File: src/rtl/gms_regs.svh
// Constants and function list for the gripper motion supervisor
//
// Function
// - Motion commands are refused until homing has completed.
// - Homing drives to inner or outer stop and stores measured position as reference.
// - Outer homing subtracts the calibrated offset from the reference.
// - Grip valid only if width lies within tolerance plus clamping travel window.
// - After detection, fingers move on for force only within the clamping travel.
// - Grasp ending without a part gives the no-part-found state.
// - Contact outside the valid window is an axis block and gives the error state.
// - Part detection and grip monitoring are off during pre-positioning.
// - Tolerance set to full travel disables axis-block detection.
// - Pre-position target inside an enabled limit zone gets a range error, no motion.
// - Crossing into an enabled limit zone during motion raises a fast stop.
// - Fingers inside a zone when enabled may only move out of it; only pre-position moves are checked.
// - Limits compare against the base-jaw position, not finger bodies.
// - Status word shows the halt flag while a fast stop is active.
// - Latched halt refuses every move with access denied until cleared.
// - Entering fast stop removes drive power.
// - Acknowledge opcode 24h clears a fast stop.
// - Every fast stop writes an event log entry; events rising in one cycle share a single entry.
// - Log entries carry time of day or milliseconds; oldest entry overwritten when full.
// - Housing above 65 C gives a logged temperature warning; a warning rising in the same cycle as temp error or overload is not logged.
// - At 70 C enter temperature error, fast stop, ack only once cooled.
// - Drive overload fast-stops, flags current fault, logs, ack only once cleared.
// - Stop command returns any state except error to idle at once.
// - Homed flag in the status word, separate from gripper state.
`ifndef GMS_REGS_SVH
`define GMS_REGS_SVH
`define GMS_POS_W        16
`define GMS_TEMP_W       8
`define GMS_TEMP_WARN_C  8'h41
`define GMS_TEMP_ERR_C   8'h46
`define GMS_OP_HOME      8'h20
`define GMS_OP_PREPOS    8'h21
`define GMS_OP_STOP      8'h22
`define GMS_OP_ACK       8'h24
`define GMS_OP_GRASP     8'h25
`define GMS_OP_RELEASE   8'h26
`define GMS_CLK_HZ       25000000
`define GMS_MS_CYCLES    (`GMS_CLK_HZ / 1000)
`define GMS_MS_CNT_W     15
`define GMS_LOG_DEPTH    16
`define GMS_LOG_AW       4
`define GMS_ERR_NONE     8'h00
`define GMS_ERR_ACCESS   8'h01
`define GMS_ERR_RANGE    8'h02
`define GMS_ERR_NOTHOMED 8'h03
`define GMS_EV_LIMIT     4'h1
`define GMS_EV_TEMPWARN  4'h2
`define GMS_EV_TEMPERR   4'h3
`define GMS_EV_CURRENT   4'h4
`endif

File: src/rtl/gms_pkg.sv
// Types shared by the gripper motion supervisor
package gms_pkg;
   typedef enum logic [7:0] {
      GS_IDLE     = 8'h01,
      GS_GRASPING = 8'h02,
      GS_HOLDING  = 8'h04,
      GS_PARTLOST = 8'h08,
      GS_NOPART   = 8'h10,
      GS_RELEASE  = 8'h20,
      GS_POSITION = 8'h40,
      GS_ERROR    = 8'h80
   } gms_grip_e;

   typedef struct packed {
      logic        valid;
      logic [7:0]  opcode;
      logic [15:0] target;
      logic        homeOuter;
   } gms_cmd_s;

   typedef struct packed {
      logic       valid;
      logic [7:0] code;
   } gms_resp_s;

   typedef struct packed {
      logic        homedFlag;
      logic        haltLatchedFlag;
      logic        tempWarn;
      logic        tempErr;
      logic        currentFault;
      logic        rangeErr;
      logic        axisBlock;
   } gms_status_s;

   typedef struct packed {
      logic [3:0]  kind;
      logic        todValid;
      logic [31:0] stamp;
   } gms_log_s;
endpackage : gms_pkg

File: src/rtl/gms_supervisor.sv
// Gripper motion supervisor: interlocks, grip outcome, limits, fast stop, event log
`timescale 1ns/1ps
`include "gms_regs.svh"
module gms_supervisor (
   input  wire logic                   clk_sys,
   input  wire logic                   nrst,
   input  wire gms_pkg::gms_cmd_s      cmdIn,
   output gms_pkg::gms_resp_s          respOut,
   input  wire logic [15:0]            posRaw,
   input  wire logic                   atStop,
   input  wire logic                   partContact,
   input  wire logic                   forceReached,
   input  wire logic                   forceLost,
   input  wire logic                   moveDone,
   input  wire logic [7:0]             tempC,
   input  wire logic                   overloadRaw,
   input  wire logic [15:0]            outerOffset,
   input  wire logic [15:0]            nominalWidth,
   input  wire logic [15:0]            widthTol,
   input  wire logic [15:0]            clampTravel,
   input  wire logic [15:0]            travelMax,
   input  wire logic                   limitsEnable,
   input  wire logic [15:0]            limitMinus,
   input  wire logic [15:0]            limitPlus,
   input  wire logic                   todValid,
   input  wire logic [31:0]            todStamp,
   input  wire logic [3:0]             logRdAddr,
   output gms_pkg::gms_log_s           logRdData,
   output logic [3:0]                  logCount,
   output logic                        driveEnable,
   output logic                        moveRun,
   output logic [15:0]                 moveTarget,
   output logic [15:0]                 axisPos,
   output gms_pkg::gms_grip_e          gripState,
   output gms_pkg::gms_status_s        statusWord
);

   // ------------------------------------------------------------
   // Input synchronisers
   // ------------------------------------------------------------
   logic [7:0] tempMeta_reg;
   logic [7:0] tempSync_reg;
   logic [2:0] pinMeta_reg;
   logic [2:0] pinSync_reg;
   logic       overload;
   logic       contact;
   logic       stopHit;

   always_ff @(posedge clk_sys) begin
      if (!nrst) begin
         tempMeta_reg <= 8'h00;
         tempSync_reg <= 8'h00;
         pinMeta_reg  <= 3'h0;
         pinSync_reg  <= 3'h0;
      end else begin
         tempMeta_reg <= tempC;
         tempSync_reg <= tempMeta_reg;
         pinMeta_reg  <= {overloadRaw, partContact, atStop};
         pinSync_reg  <= pinMeta_reg;
      end
   end
   assign overload = pinSync_reg[2];
   assign contact  = pinSync_reg[1];
   assign stopHit  = pinSync_reg[0];

   // ------------------------------------------------------------
   // Position reference
   // ------------------------------------------------------------
   logic        homed_reg;
   logic        homing_reg;
   logic        homeOuter_reg;
   logic [15:0] refPos_reg;
   logic        halt_reg;

   // Base-jaw position; finger bodies not modelled
   assign axisPos = posRaw - refPos_reg;

   logic isCmd;
   logic isMove;
   logic isAck;
   logic isStop;
   assign isCmd  = cmdIn.valid;
   assign isAck  = isCmd && (cmdIn.opcode == `GMS_OP_ACK);
   assign isStop = isCmd && (cmdIn.opcode == `GMS_OP_STOP);
   assign isMove = isCmd && (cmdIn.opcode == `GMS_OP_HOME || cmdIn.opcode == `GMS_OP_PREPOS ||
                             cmdIn.opcode == `GMS_OP_GRASP || cmdIn.opcode == `GMS_OP_RELEASE);

   // ------------------------------------------------------------
   // Limit zones
   // ------------------------------------------------------------
   function automatic logic inZone(input logic [15:0] p, input logic [15:0] lo, input logic [15:0] hi);
      inZone = (p < lo) || (p > hi);
   endfunction : inZone

   logic curInZone;
   logic tgtInZone;
   logic escapeMove;
   logic tgtBad;
   assign curInZone  = limitsEnable && inZone(axisPos, limitMinus, limitPlus);
   assign tgtInZone  = limitsEnable && inZone(cmdIn.target, limitMinus, limitPlus);
   // Inside a zone a pre-position move is allowed only if it heads back out
   assign escapeMove = curInZone &&
                       ((axisPos < limitMinus) ? (cmdIn.target > axisPos) : (cmdIn.target < axisPos));
   assign tgtBad     = tgtInZone && !escapeMove;

   // Crossing: move running, was inside window, now outside
   logic wasInside_reg;
   logic crossing;
   assign crossing = moveRun && limitsEnable && wasInside_reg && curInZone;

   always_ff @(posedge clk_sys) begin
      if (!nrst) wasInside_reg <= 1'b0;
      else       wasInside_reg <= !curInZone;
   end

   // ------------------------------------------------------------
   // Faults and halt latch
   // ------------------------------------------------------------
   logic tempWarn;
   logic tempErr;
   logic curFault_reg;
   logic limitFault_reg;
   logic faultActive;
   logic haltSet;
   assign tempWarn    = tempSync_reg > `GMS_TEMP_WARN_C;
   assign tempErr     = tempSync_reg >= `GMS_TEMP_ERR_C;
   assign faultActive = tempErr || overload;
   assign haltSet     = crossing || tempErr || overload;

   always_ff @(posedge clk_sys) begin
      if (!nrst) begin
         halt_reg <= 1'b0;
      end else if (haltSet) begin
         halt_reg <= 1'b1;
      end else if (isAck && !faultActive) begin
         halt_reg <= 1'b0; // Ack with a fault present is ignored
      end
   end

   always_ff @(posedge clk_sys) begin
      if (!nrst) curFault_reg <= 1'b0;
      else if (overload) curFault_reg <= 1'b1;
      else if (isAck) curFault_reg <= 1'b0;
   end

   always_ff @(posedge clk_sys) begin
      if (!nrst) limitFault_reg <= 1'b0;
      else if (crossing) limitFault_reg <= 1'b1;
      else if (isAck && !faultActive) limitFault_reg <= 1'b0;
   end

   // Drive power off as soon as halt latches
   assign driveEnable = !halt_reg && !haltSet;

   // ------------------------------------------------------------
   // Command acceptance
   // ------------------------------------------------------------
   logic [7:0] errCode;
   logic       accept;
   always_comb begin
      errCode = `GMS_ERR_NONE;
      if (isMove && halt_reg)
         errCode = `GMS_ERR_ACCESS;
      else if (isMove && !homed_reg && cmdIn.opcode != `GMS_OP_HOME)
         errCode = `GMS_ERR_NOTHOMED;
      else if (isMove && cmdIn.opcode == `GMS_OP_PREPOS && tgtBad)
         errCode = `GMS_ERR_RANGE;
   end
   assign accept = isMove && (errCode == `GMS_ERR_NONE);

   always_ff @(posedge clk_sys) begin
      if (!nrst) respOut <= '0;
      else begin
         respOut.valid <= isCmd;
         respOut.code  <= errCode;
      end
   end

   // ------------------------------------------------------------
   // Homing
   // ------------------------------------------------------------
   always_ff @(posedge clk_sys) begin
      if (!nrst) begin
         homed_reg     <= 1'b0;
         homing_reg    <= 1'b0;
         homeOuter_reg <= 1'b0;
         refPos_reg    <= 16'h0000;
      end else if (accept && cmdIn.opcode == `GMS_OP_HOME) begin
         homed_reg     <= 1'b0;
         homing_reg    <= 1'b1;
         homeOuter_reg <= cmdIn.homeOuter;
      end else if (homing_reg && (haltSet || isStop)) begin
         homing_reg <= 1'b0;
      end else if (homing_reg && stopHit) begin
         homing_reg <= 1'b0;
         homed_reg  <= 1'b1;
         // Outer stop shifted so both variants share origin
         refPos_reg <= homeOuter_reg ? (posRaw - outerOffset) : posRaw;
      end
   end

   // ------------------------------------------------------------
   // Grip window and state machine
   // ------------------------------------------------------------
   logic [16:0] winLo;
   logic [16:0] winHi;
   logic        inWindow;
   logic        blockOff;
   logic [15:0] contactPos_reg;
   assign winLo    = {1'b0, nominalWidth} - {1'b0, widthTol} - {1'b0, clampTravel};
   assign winHi    = {1'b0, nominalWidth} + {1'b0, widthTol};
   assign inWindow = winLo[16] ? ({1'b0, axisPos} <= winHi)
                               : ({1'b0, axisPos} >= winLo && {1'b0, axisPos} <= winHi);
   assign blockOff = widthTol >= travelMax;

   gms_pkg::gms_grip_e state_reg;
   gms_pkg::gms_grip_e state_next;
   logic               clampDone;
   assign clampDone = (contactPos_reg - axisPos) >= clampTravel;

   always_comb begin
      state_next = state_reg;
      if (isStop && state_reg != gms_pkg::GS_ERROR) begin
         state_next = gms_pkg::GS_IDLE;
      end else if (haltSet && moveRun) begin
         state_next = gms_pkg::GS_ERROR;
      end else if (accept) begin
         unique case (cmdIn.opcode)
            `GMS_OP_PREPOS:  state_next = gms_pkg::GS_POSITION;
            `GMS_OP_GRASP:   state_next = gms_pkg::GS_GRASPING;
            `GMS_OP_RELEASE: state_next = gms_pkg::GS_RELEASE;
            default:         state_next = state_reg;
         endcase
      end else begin
         unique case (state_reg)
            gms_pkg::GS_GRASPING: begin
               if (contact && !blockOff && !inWindow)
                  state_next = gms_pkg::GS_ERROR;
               else if (contact && (forceReached || clampDone))
                  state_next = forceReached ? gms_pkg::GS_HOLDING : gms_pkg::GS_ERROR;
               else if (moveDone && !contact)
                  state_next = gms_pkg::GS_NOPART;
            end
            gms_pkg::GS_HOLDING:  if (forceLost) state_next = gms_pkg::GS_PARTLOST;
            gms_pkg::GS_RELEASE:  if (moveDone) state_next = gms_pkg::GS_IDLE;
            // No part detection or monitoring here
            gms_pkg::GS_POSITION: if (moveDone) state_next = gms_pkg::GS_IDLE;
            gms_pkg::GS_IDLE, gms_pkg::GS_PARTLOST,
            gms_pkg::GS_NOPART, gms_pkg::GS_ERROR: state_next = state_reg;
         endcase
      end
   end

   always_ff @(posedge clk_sys) begin
      if (!nrst) state_reg <= gms_pkg::GS_IDLE;
      else       state_reg <= state_next;
   end
   assign gripState = state_reg;

   always_ff @(posedge clk_sys) begin
      if (!nrst) contactPos_reg <= 16'h0000;
      else if (state_reg == gms_pkg::GS_GRASPING && !contact) contactPos_reg <= axisPos;
   end

   logic axisBlk_reg;
   always_ff @(posedge clk_sys) begin
      if (!nrst) axisBlk_reg <= 1'b0;
      else if (state_reg == gms_pkg::GS_GRASPING && state_next == gms_pkg::GS_ERROR) axisBlk_reg <= 1'b1;
      else if (accept) axisBlk_reg <= 1'b0;
   end

   logic rangeErr_reg;
   always_ff @(posedge clk_sys) begin
      if (!nrst) rangeErr_reg <= 1'b0;
      else if (isCmd) rangeErr_reg <= (errCode == `GMS_ERR_RANGE);
   end

   // ------------------------------------------------------------
   // Motion outputs
   // ------------------------------------------------------------
   always_ff @(posedge clk_sys) begin
      if (!nrst) begin
         moveRun    <= 1'b0;
         moveTarget <= 16'h0000;
      end else if (haltSet || isStop) begin
         moveRun <= 1'b0;
      end else if (accept) begin
         moveRun    <= 1'b1;
         moveTarget <= cmdIn.target;
      end else if (moveDone || state_reg == gms_pkg::GS_HOLDING) begin
         moveRun <= 1'b0;
      end
   end

   always_ff @(posedge clk_sys) begin
      if (!nrst) statusWord <= '0;
      else begin
         statusWord.homedFlag       <= homed_reg;
         statusWord.haltLatchedFlag <= halt_reg;
         statusWord.tempWarn        <= tempWarn;
         statusWord.tempErr         <= tempErr;
         statusWord.currentFault    <= curFault_reg;
         statusWord.rangeErr        <= rangeErr_reg;
         statusWord.axisBlock       <= axisBlk_reg || limitFault_reg;
      end
   end

   // ------------------------------------------------------------
   // Event log
   // ------------------------------------------------------------
   // Millisecond timebase, used when no time of day is present
   logic [14:0] msDiv_reg;
   logic [31:0] msCnt_reg;
   always_ff @(posedge clk_sys) begin
      if (!nrst) begin
         msDiv_reg <= 15'h0000;
         msCnt_reg <= 32'h0000_0000;
      end else if (msDiv_reg == 15'(`GMS_MS_CYCLES - 1)) begin
         msDiv_reg <= 15'h0000;
         msCnt_reg <= msCnt_reg + 32'h0000_0001;
      end else begin
         msDiv_reg <= msDiv_reg + 15'h0001;
      end
   end

   // One entry per cycle with a rising edge; overload wins over temp error, then warning, then limit
   logic [3:0] evNow;
   logic [3:0] evPrev_reg;
   logic [3:0] evRise;
   assign evNow  = {overload, tempErr, tempWarn, halt_reg && limitFault_reg};
   assign evRise = evNow & ~evPrev_reg;
   always_ff @(posedge clk_sys) begin
      if (!nrst) evPrev_reg <= 4'h0;
      else       evPrev_reg <= evNow;
   end

   logic [3:0] evKind;
   always_comb begin
      evKind = 4'h0;
      if (evRise[3])      evKind = `GMS_EV_CURRENT;
      else if (evRise[2]) evKind = `GMS_EV_TEMPERR;
      else if (evRise[1]) evKind = `GMS_EV_TEMPWARN;
      else if (evRise[0]) evKind = `GMS_EV_LIMIT;
   end

   gms_pkg::gms_log_s logMem [`GMS_LOG_DEPTH];
   logic [3:0]        wrPtr_reg;
   always_ff @(posedge clk_sys) begin
      if (!nrst) begin
         wrPtr_reg <= 4'h0;
         logCount  <= 4'h0;
      end else if (evKind != 4'h0) begin
         wrPtr_reg <= wrPtr_reg + 4'h1; // Wraps onto oldest entry
         if (logCount != 4'hF) logCount <= logCount + 4'h1;
      end
   end

   always_ff @(posedge clk_sys) begin
      if (evKind != 4'h0)
         logMem[wrPtr_reg] <= '{kind: evKind, todValid: todValid,
                                stamp: todValid ? todStamp : msCnt_reg};
   end

   always_ff @(posedge clk_sys) begin
      if (!nrst) logRdData <= '0;
      else       logRdData <= logMem[logRdAddr];
   end

   // ------------------------------------------------------------
   // Assertions
   // ------------------------------------------------------------
   property p_not_homed;
      @(posedge clk_sys) disable iff (!nrst)
      (isMove && !homed_reg && !halt_reg && cmdIn.opcode != `GMS_OP_HOME) |=> respOut.code == `GMS_ERR_NOTHOMED;
   endproperty
   a_not_homed: assert property (p_not_homed) else $error("move accepted before homing");

   property p_access;
      @(posedge clk_sys) disable iff (!nrst)
      (isMove && halt_reg) |=> (respOut.valid && respOut.code == `GMS_ERR_ACCESS && !moveRun);
   endproperty
   a_access: assert property (p_access) else $error("move not refused during halt");

   property p_power;
      @(posedge clk_sys) disable iff (!nrst)
      halt_reg |-> !driveEnable;
   endproperty
   a_power: assert property (p_power) else $error("drive powered while halted");

   property p_flag;
      @(posedge clk_sys) disable iff (!nrst)
      $rose(halt_reg) |=> statusWord.haltLatchedFlag;
   endproperty
   a_flag: assert property (p_flag) else $error("halt flag missing");

   property p_ack_fault;
      @(posedge clk_sys) disable iff (!nrst)
      (halt_reg && faultActive) |=> halt_reg;
   endproperty
   a_ack_fault: assert property (p_ack_fault) else $error("halt cleared with fault present");

   property p_temp;
      @(posedge clk_sys) disable iff (!nrst)
      (tempSync_reg >= `GMS_TEMP_ERR_C) |=> halt_reg && statusWord.tempErr;
   endproperty
   a_temp: assert property (p_temp) else $error("over temperature did not halt");

   property p_stop;
      @(posedge clk_sys) disable iff (!nrst)
      (isStop && state_reg != gms_pkg::GS_ERROR) |=> gripState == gms_pkg::GS_IDLE;
   endproperty
   a_stop: assert property (p_stop) else $error("stop did not return to idle");

   property p_range;
      @(posedge clk_sys) disable iff (!nrst)
      (accept && cmdIn.opcode == `GMS_OP_PREPOS) |-> !tgtBad;
   endproperty
   a_range: assert property (p_range) else $error("forbidden target accepted");

   property p_log;
      @(posedge clk_sys) disable iff (!nrst)
      ($rose(overload) && logCount != 4'hF) |=> logCount == $past(logCount) + 4'h1;
   endproperty
   a_log: assert property (p_log) else $error("overload not logged");
endmodule : gms_supervisor

File: config.mk
export PLATFORM = sky130hd
export DESIGN_NAME = gms_supervisor
export DESIGN_NICKNAME = d
export VERILOG_FILES = /design/src/rtl/gms_pkg.sv /design/src/rtl/gms_supervisor.sv
export VERILOG_INCLUDE_DIRS = /design/src /design/src/rtl
export SDC_FILE = /design/constraint.sdc
export NUM_CORES = 1
export LEC_CHECK = 0
export BUFFER_PORTS_ARGS = -buffer_cell sky130_fd_sc_hd__buf_2
export CAP_MARGIN = 25
export CORE_MARGIN = 2
export CORE_UTILIZATION = 35
export DETAILED_ROUTE_END_ITERATION = 10
export HOLD_SLACK_MARGIN = 0.15
export SLEW_MARGIN = 40
export SYNTH_ARGS = -nofsm -noshare
export SYNTH_HDL_FRONTEND = slang
export SYNTH_SLANG_ARGS = --single-unit
File: constraint.sdc
create_clock -name clk_sys -period 11.2 [get_ports clk_sys]
set_input_delay 2.24 -clock clk_sys [delete_from_list [all_inputs] [get_ports clk_sys]]
set_output_delay 2.24 -clock clk_sys [all_outputs]
set_load 0.1 [all_outputs]
==> results.yml, run 1 <==
outcome:
  status: "finished, final reports clean"
setup_path:
  worst_path_most_repeated_cell: "a21oi_1"
  cp_num_buf_inv: 3
  path_delay_family: "compound AO/OA/AOI/OAI gates"
  crit_path_end_kind: "primary output"
  worstPathRequired_ns: 8.96
  critPathMaxFanout: 5
  crit_slowest_cell: "buf_2"
  worst_setup_path_start_kind: "primary input"
  critPathKind: "in2out"
  cp_cell_sequence: "buf_2 -> ha_1 -> o21ai_1 -> a21oi_1 -> o311ai_0 -> a31oi_1 -> nor2_1 -> o21bai_1 -> a21oi_1 -> o21bai_1 -> a21oi_1 -> xnor2_1 -> inv_1 -> ha_1 -> nand4_1 -> nor3_1 -> nand3b_1 -> mux2i_1 -> a211oi_1 -> o31ai_2 -> and2_1 -> nor2b_1 -> buf_2"
  arrival_ns: 7.78
  slowest_delay_ns: 0.47
timing:
  period_share: 0.8943
  finalHoldViolCount: 0
  final.setup.tns_ns: 0
  clock_skew_ns: 0.03237
  worst_slew_pin_slew_ns: 0.8346
  rsz0062_at_grt: "no"
  fmax_ghz: 0.09984
  fin_crit_ns: 10.02
  setup_viol: 0
  relSlewSlack: 0.4436
  drv_slew: 0
clocking:
  cts_tree: "done"
  hold_buffers: 0
  clock-sinks: 765
  clk_pin_slew_ns: 0.06
  cts_htree_levels: 3
  clock_latency_ns: 0.66
  cts.path.max_buffers: 3
  cts_made_buffers: 82
  cts-root-buf: "clkbuf_16"
  post-cts-setup-buffer-count: 0
  cts_resized: 0
final_layout:
  fin_util: 0.4104
  fin_cells: 4467
  drive_gt1_frac: 0.2420
  layout_commonest_cell: "edfxtp_1"
  syn_to_final_growth_pct: 16.67
  largest_register_ffs: 576
  final_cell_mix: "edfxtp_1 (576), buf_2 (295), ha_1 (211)"
  nets: 3449
  fillCellCount: 9752
placed_design:
  place.gp.congestion: 0.9081
  dp_cells: 4316
  hpwlAfterDp_mm: 66.63
  portBuffers: 298
global_routing:
  groute.usage.overall: 0.1786
  grt_max_degree: 76
  grt-ovfl-total: 0
  grt_pass1_wl_mm: 144.2
  antenna_found_initial: 4
  grt_pass1_vias: 22970
drt:
  routed_wl_mm: 97.49
  vias: 23040
  vias_per_cell: 5.157
  drc_errors: 0
  drtIter0Drc: 1577
  ant_nets: 0
  firstDrtPassIters: 5
  wl_per_cell_um: 21.82
flow_run:
  drv_cap: 0
logic_synthesis:
  muxShareOfSynthArea: 0.1261
  synth_cell_types: 94
  synth_area_mm2: 0.03692
  synth_compound_area_frac: 0.07404
  yosys_warnings: 0
  yosys.area_share.simple: 0.08570
  synth_adder_area_share: 0.08482
  ys_async_sr_fraction: 0
  synthFlopType: "edfxtp_1"
  synth_enable_flop_cells: 576
  ys_seq_area_frac: 0.5709
  netlist_instances: 2674
  avgSynthCellArea_um2: 13.81
  ys_ff_latch: 765
  synth_xor_area_frac: 0.02782
  synth_top_family_by_area: "multiplexers"
power:
  pwr-share-seq: 0.445
  p_switching_mw: 1.922
  leakagePower_nw: 16.15
  p_int_mw: 5.124
  ir_worst_vdd_uv: 143.5
  combPwrFrac: 0.162
  pwr-share-clk: 0.393
  switching_share: 0.2728
  power_density_mw_per_mm2: 163.6
floorplanning:
  die_area_mm2: 0.1081
  die_w_um: 328.8
  coreArea_mm2: 0.1050
  ios: 307
  start_util: 0.3518
  dieHeight_um: 328.8
  std_cell_rows: 119
min_path:
  holdCritPathClass: "reg2reg"
-- stage by stage --
step	cell area, µm²	power (mW)	worst slack (ns)	hold slack [ns]
after CTS	43040	7.134	1.145	0.4350
after global placement	40190	4.328	1.247	0.4186
after global routing	43070	7.327	0.7370	0.4496
after detailed placement	40270	4.340	1.183	0.4210
final	43080	7.046	1.184	0.4300
after floorplan	36950	4.004	0.1850	0.4043
-- power by group through the flow --
stage          clock network, mW  registers [mW]  logic, mW
2_1_floorplan                  0            3.31      0.693
3_3_place_gp                   0            3.19       1.13
4_1_cts                     2.85            3.13       1.15
3_5_place_dp                   0            3.19       1.15
5_1_grt                     2.94            3.14       1.25
6_report                    2.77            3.14       1.14
-- kinds of logic (layout without fill, tap and decap cells) --
family,Yosys count,count (layout)
other cells,1,9
fa+ha+maj,240,240
flops,765,765
xor+xnor,112,112
simple gates,635,635
mux,236,236
buf+inv,278,672
compound gates,407,407
-- worst reg2reg max path: stages (launching register included) --
cell	delay (ns)
dfxtp_1	0.33
inv_1	0.05
ha_1	0.34
o21ai_1	0.19
a21oi_1	0.10
o311ai_0	0.43
a31oi_1	0.23
nor2_1	0.21
o21bai_1	0.09
a21oi_1	0.21
o21bai_1	0.08
a21oi_1	0.18
xnor2_1	0.31
inv_1	0.34
ha_1	0.42
nand4_1	0.16
nor3_1	0.31
nand3b_1	0.12
mux2i_1	0.26
a211oi_1	0.15
o31ai_2	0.32
and2_1	0.23
o31a_1	0.45
o2111a_2	0.81
mux2i_1	0.29
nor2_1	0.05
-- worst paths after layout --
path / from / endpoint / slack (ns) / cells past startpoint
setup / recovery: posRaw[2] / driveEnable / 1.18 / 23
hold reg to reg: rangeErr_reg / statusWord[1] / 0.43 / 2
hold / removal: rangeErr_reg / statusWord[1] / 0.43 / 2
setup reg to reg: refPos_reg[2] / refPos_reg[0] / 4.41 / 25
-- routing by layer --
layer	vias to the layer above	track usage	wire length, µm
met5	-	0	18
met4	2	0.05420	2586
met1	11450	0.2180	39190
li1	10790	-	-
met3	133	0.02822	5440
met2	657	0.3227	50250
-- layout make-up --
type                            instances  area, µm²  share of cell area
Multi-Input combinational cell       1637      14880              0.3454
Clock buffer                          105       2208             0.05126
Inverter                              179      676.9             0.01571
Timing Repair Buffer                  345       1922             0.04461
Antenna cell                            2      5.005           0.0001162
Sequential cell                       765      21080              0.4894
Tap cell                             1391       1740             0.04040
Clock inverter                         43      564.3             0.01310
-- synthesized netlist by cell type (all sizes together) (9+ instances only) --
cell type  number  area, µm²
nor2          196      735.7
o21ai          78      394.1
and3           26      162.7
nor3           41      205.2
xnor2          57      518.0
o31ai          12      100.1
nand3          43      225.2
buf            38      224.0
a31oi          12      81.33
nand2b         26      162.7
nor4           11      68.82
xor2           53      464.2
and2           67      419.2
mux4          180       4054
fa             20      400.4
clkbuf         61      229.0
nand3b          9      67.56
or3            19      118.9
a21o           32      241.5
mux2i          23      230.2
edfxtp        576      17300
o21bai          9      67.56
a21oi         125      633.1
inv           178      670.7
nand4          26      162.7
dfxtp         189       3784
ha            211       2640
o211ai         10      80.07
maj3            9      91.34
o21a           21      157.7
a211oi         40      380.4
nand2         119      459.2
mux2           33      371.6
nor2b          22      137.6
(Power assumes the default switching activity.)
==> run 2: changes to the inputs <==
Settings changed: CORE_MARGIN 2 to not set, MAX_ROUTING_LAYER set to met4.
Clock period 11.2 ns to 12.8 ns, I/O delays scaled along.
==> run 2 against run 1 <==
Critical path depth stayed put. Clock skew is 0.021 ns higher. Register-to-register slack better by 1.6 ns. Sequential share of layout area is 0.21 points higher. Clock power is 16% lower. Highest routed layer is now met4.
==> results.yml, run 2 (same netlist as run 1, synthesis figures left out) <==
global_routing:
  grt_pass1_wl_mm: 143.9
  grt_max_degree: 92
  use_met2: 0.3152
  groute.usage.overall: 0.1862
  grt_util_met1: 0.2238
  grt_pass1_vias: 22830
  grt-ovfl-total: 0
  busiest_layer: "met2"
  met3_usage: 0.03783
  antenna_found_initial: 2
clocking:
  clk_pin_slew_ns: 0.08
  cts_htree_levels: 3
  cts_made_buffers: 80
  clock_latency_ns: 0.65
  cts-root-buf: "clkbuf_16"
  cts_resized: 0
  hold_buffers: 0
  cts.path.max_buffers: 3
  post-cts-setup-buffer-count: 0
  cts_tree: "done"
  clock-sinks: 765
drt:
  drtIter0Drc: 1663
  ant_nets: 0
  vias_per_cell: 5.198
  routed_wl_mm: 97.71
  vias: 23140
  wl_per_cell_um: 21.95
  drc_errors: 0
  firstDrtPassIters: 5
floorplanning:
  die_w_um: 326.8
  dieHeight_um: 326.8
  ios: 307
  die_area_mm2: 0.1068
  std_cell_rows: 118
  start_util: 0.3547
  coreArea_mm2: 0.1041
setup_path:
  slowest_delay_ns: 0.45
  cp_num_buf_inv: 3
  cp_cell_sequence: "buf_2 -> ha_1 -> o21ai_1 -> a21oi_1 -> o311ai_0 -> a31oi_1 -> nor2_1 -> o21bai_1 -> a21oi_1 -> o21bai_1 -> a21oi_1 -> xnor2_1 -> inv_1 -> ha_1 -> nand4_1 -> nor3_1 -> nand3b_1 -> mux2i_1 -> a211oi_1 -> o31ai_2 -> and2_1 -> nor2b_1 -> buf_2"
  crit_path_end_kind: "primary output"
  critPathMaxFanout: 5
  arrival_ns: 8.05
  r2r_slack_ns: 6.01
  crit_slowest_cell: "buf_2"
  critPathKind: "in2out"
  worstPathRequired_ns: 10.24
  worst_setup_path_start_kind: "primary input"
  worst_path_most_repeated_cell: "a21oi_1"
  path_delay_family: "compound AO/OA/AOI/OAI gates"
final_layout:
  layout_commonest_cell: "edfxtp_1"
  fillCellCount: 9661
  final_cell_mix: "edfxtp_1 (576), buf_2 (295), ha_1 (211)"
  largest_register_ffs: 576
  antenna_cells: 0
  multiInputGateArea_mm2: 0.01487
  fin_util: 0.4121
  seq_area_mm2: 0.02108
  nets: 3444
  design_area_mm2: 0.04289
  fin_cells: 4452
  drive_gt1_frac: 0.2393
  syn_to_final_growth_pct: 16.16
timing:
  fin_crit_ns: 10.61
  period_share: 0.8287
  worst_slew_pin_slew_ns: 0.8640
  rsz0062_at_grt: "no"
  setup_viol: 0
  finalHoldViolCount: 0
  drv_slew: 0
  clock_skew_ns: 0.05293
  worst_slack_ns: 2.193
  relSlewSlack: 0.4240
  timing.hold.ws_ns: 0.4148
  fmax_ghz: 0.09428
  final.setup.tns_ns: 0
power:
  ir_worst_vdd_uv: 123.5
  p_switching_mw: 1.668
  total_power_mw: 6.073
  power_density_mw_per_mm2: 141.6
  p_int_mw: 4.405
  switching_share: 0.2747
  leakagePower_nw: 16.07
  pwr-share-clk: 0.385
  pwr-share-seq: 0.452
  combPwrFrac: 0.164
placed_design:
  place_area_mm2: 0.04024
  dp_cells: 4303
  place.gp.congestion: 0.9167
  portBuffers: 298
  place_ws_ns: 2.187
  hpwlAfterDp_mm: 64.62
min_path:
  holdCritPathClass: "reg2reg"
outcome:
  status: "finished, final reports clean"
flow_run:
  drv_cap: 0
-- run 2: cell count changes in the layout (fill, tap and decap cells not counted), moves of 3 or more --
cell	change
bufinv_16	-3
clkinv_2	-5
buf_6	-3
clkinv_1	-3
clkbuf_1	+9
-- run 2: power groups by stage --
stage	combinational, mW	sequential (mW)	clock [mW]
after floorplan	0.607	2.90	0
after global placement	0.985	2.79	0
after detailed placement	0.995	2.79	0
after CTS	1.00	2.74	2.40
after global routing	1.08	2.75	2.48
final	0.994	2.74	2.34
-- run 2: final cells by class --
type | count | share of cell area
clock buffers | 112 | 0.05111
well taps | 1380 | 0.04026
repair buffers | 342 | 0.04402
flip-flops and latches | 765 | 0.4915
clock inverters | 37 | 0.01062
multi-input cells | 1637 | 0.3467
inverters | 179 | 0.01578
-- run 2: worst paths after layout --
path	start	endpoint	depth (start not counted)
worst min-delay path	pinMeta_reg[1]	pinSync_reg[1]	1
worst max register to register	refPos_reg[2]	refPos_reg[13]	25
worst max-delay path	posRaw[2]	driveEnable	23
worst min register to register	pinMeta_reg[1]	pinSync_reg[1]	1
-- run 2: worst reg2reg max path, delay by kind of cell, from the launching register on --
| kind | cells | cell delay, ns |
|---|---|---|
| fa+ha+maj | 2 | 0.77 |
| mux | 1 | 0.28 |
| flops | 1 | 0.33 |
| compound gates | 13 | 3.47 |
| buf+inv | 2 | 0.37 |
| simple gates | 6 | 1.20 |
| xor+xnor | 1 | 0.29 |
-- run 2: routing by layer --
layer,vias to the layer above,wire (µm),part of all wire
met5,-,0,0
met4,0,2727,0.028
met3,148,6253,0.064
met2,746,48930,0.50
met1,11470,39800,0.41
li1,10780,-,-
==> run 3: changes to the inputs <==
Clock period 12.8 ns to 10.65 ns, I/O delays scaled along.
==> run 3 against run 2 <==
Global-route usage increased by 0.13 points. Critical path depth unchanged. Utilization increased by 0.14 points. Clock power increased by 27%. Cell count about the same. Flip-flop and latch count unchanged.
==> results.yml, run 3 (same netlist as run 1, synthesis figures left out) <==
final_layout:
  final_cell_mix: "edfxtp_1 (576), buf_2 (295), ha_1 (211)"
  seq_area_mm2: 0.02108
  multiInputGateArea_mm2: 0.01489
  nets: 3442
  fin_cells: 4454
  largest_register_ffs: 576
  fillCellCount: 9637
  design_area_mm2: 0.04304
  layout_commonest_cell: "edfxtp_1"
  drive_gt1_frac: 0.2409
  syn_to_final_growth_pct: 16.56
flow_run:
  drv_cap: 0
setup_path:
  critPathMaxFanout: 5
  crit_slowest_cell: "buf_2"
  r2r_end: "refPos_reg[13]"
  arrival_ns: 7.67
  cp.depth: 23
  critPathKind: "in2out"
  worst_setup_path_start_kind: "primary input"
  worst_path_most_repeated_cell: "a21oi_1"
  reg2reg_from: "refPos_reg[2]"
  cp_cell_sequence: "buf_2 -> ha_1 -> o21ai_1 -> a21oi_1 -> o311ai_0 -> a31oi_1 -> nor2_1 -> o21bai_1 -> a21oi_1 -> o21bai_1 -> a21oi_1 -> xnor2_1 -> inv_1 -> ha_1 -> nand4_1 -> nor3_1 -> nand3b_1 -> mux2i_1 -> a211oi_2 -> o31ai_2 -> and2_1 -> nor2b_1 -> buf_2"
  path_delay_family: "compound AO/OA/AOI/OAI gates"
  r2r_slack_ns: 3.85
  worstPathRequired_ns: 8.52
  cp_num_buf_inv: 3
  slowest_delay_ns: 0.44
  r2r_cells: 25
  crit_path_end_kind: "primary output"
drt:
  vias: 23290
  routed_wl_mm: 98.31
  drc_errors: 0
  vias_per_cell: 5.228
  ant_nets: 0
  firstDrtPassIters: 5
  drtIter0Drc: 1510
  wl_per_cell_um: 22.07
placed_design:
  place.gp.congestion: 0.8818
  hpwlAfterDp_mm: 64.71
  place_area_mm2: 0.04018
  dp_cells: 4297
  portBuffers: 298
timing:
  final.setup.tns_ns: 0
  rsz0062_at_grt: "no"
  worst_slew_pin_slew_ns: 0.8685
  period_share: 0.9200
  fin_crit_ns: 9.798
  clock_skew_ns: 0.05263
  fmax_ghz: 0.1021
  finalHoldViolCount: 0
  relSlewSlack: 0.4210
  setup_viol: 0
  drv_slew: 0
power:
  ir_worst_vdd_uv: 139.3
  leakagePower_nw: 16.13
  power_density_mw_per_mm2: 173.2
floorplanning:
  std_cell_rows: 118
  start_util: 0.3547
  die_area_mm2: 0.1068
  dieHeight_um: 326.8
  coreArea_mm2: 0.1041
  die_w_um: 326.8
  ios: 307
min_path:
  holdPathEnd: "statusWord[2]"
  hold_depth: 2
  min_from: "curFault_reg"
  holdCritPathClass: "reg2reg"
clocking:
  post-cts-setup-buffer-count: 0
  clock-sinks: 765
  cts-root-buf: "clkbuf_16"
  cts_htree_levels: 3
  cts_resized: 0
  cts_tree: "done"
  hold_buffers: 0
  clk_pin_slew_ns: 0.06
  cts.path.max_buffers: 3
  clock_latency_ns: 0.66
  cts_made_buffers: 84
global_routing:
  grt-ovfl-total: 0
  grt_pass1_wl_mm: 145.1
  groute.usage.overall: 0.1875
  grt_max_degree: 93
  grt_pass1_vias: 22800
  antenna_found_initial: 1
outcome:
  status: "finished, final reports clean"
[run 3: cell count changes in the layout (fill, tap and decap cells not counted), moves of 2 or more]
cell and change:
clkinvlp_4 -2, clkinv_4 +2, clkbuf_8 -2, clkbuf_16 +5, bufinv_16 +3, clkinv_2 +5
buf_4 -7, clkbuf_1 -9, buf_16 -2, diode_2 +2, nor3_4 +3, nor3_2 -3
buf_6 +3, clkinv_1 +4
[run 3: routing by layer]
metal | track usage | vias to the layer above | wire length, µm
met5 | - | - | 0
met4 | 0.05282 | 0 | 2476
met3 | 0.02326 | 134 | 5266
met2 | 0.3178 | 740 | 49500
met1 | 0.2353 | 11630 | 41060
li1 | - | 10790 | -
[run 3: stage by stage]
stage	worst slack [ns]	utilization	hold slack [ns]	total power, mW
2_1_floorplan	0.1940	-	0.4043	4.212
3_3_place_gp	1.013	0.3856	0.4155	4.543
3_5_place_dp	0.9072	0.3861	0.4185	4.555
4_1_cts	0.8823	0.4134	0.4274	7.534
5_1_grt	0.4872	0.4134	0.4391	7.735
6_report	0.8523	0.4135	0.4177	7.455
[run 3: final cells by class]
| cell class | instances | area share |
|---|---|---|
| Antenna cell | 2 | 0.0001163 |
| Clock buffer | 106 | 0.05242 |
| Clock inverter | 49 | 0.01366 |
| Inverter | 179 | 0.01573 |
| Multi-Input combinational cell | 1637 | 0.3460 |
| Sequential cell | 765 | 0.4898 |
| Tap cell | 1380 | 0.04012 |
| Timing Repair Buffer | 336 | 0.04215 |
[run 3: worst max-delay path by stage]
stage,start,endpoint,slack [ns]
6_report,posRaw[2],driveEnable,0.85
5_1_grt,posRaw[2],driveEnable,0.49
4_1_cts,posRaw[2],driveEnable,0.88
3_5_place_dp,posRaw[2],driveEnable,0.91
3_3_place_gp,posRaw[3],driveEnable,1.01
2_1_floorplan,posRaw[3],driveEnable,0.19
[run 3: worst reg2reg max path, stage by stage, from the launching register on]
cell and delay [ns]:
dfxtp_1 0.33, inv_1 0.05, ha_1 0.34, o21ai_1 0.18, a21oi_1 0.10, o311ai_0 0.43, a31oi_1 0.23, nor2_1 0.20
o21bai_1 0.08, a21oi_1 0.27, o21bai_1 0.09, a21oi_1 0.18, xnor2_1 0.32, inv_1 0.34, ha_1 0.41, nand4_1 0.17
nor3_1 0.31, nand3b_1 0.11, mux2i_1 0.26, a211oi_2 0.10, o31ai_2 0.35, and2_1 0.28, o31a_1 0.45, o2111a_2 0.76
nor2_1 0.13, a211oi_2 0.21
[run 3: power breakdown]
part           internal (mW)  total [mW]  leakage [nW]  switching (mW)
sequential              3.27        3.30          6.82          0.0307
combinational          0.420        1.19          7.93           0.771
clock                   1.74        2.97          1.38            1.23
total                   5.42        7.46          16.1            2.03
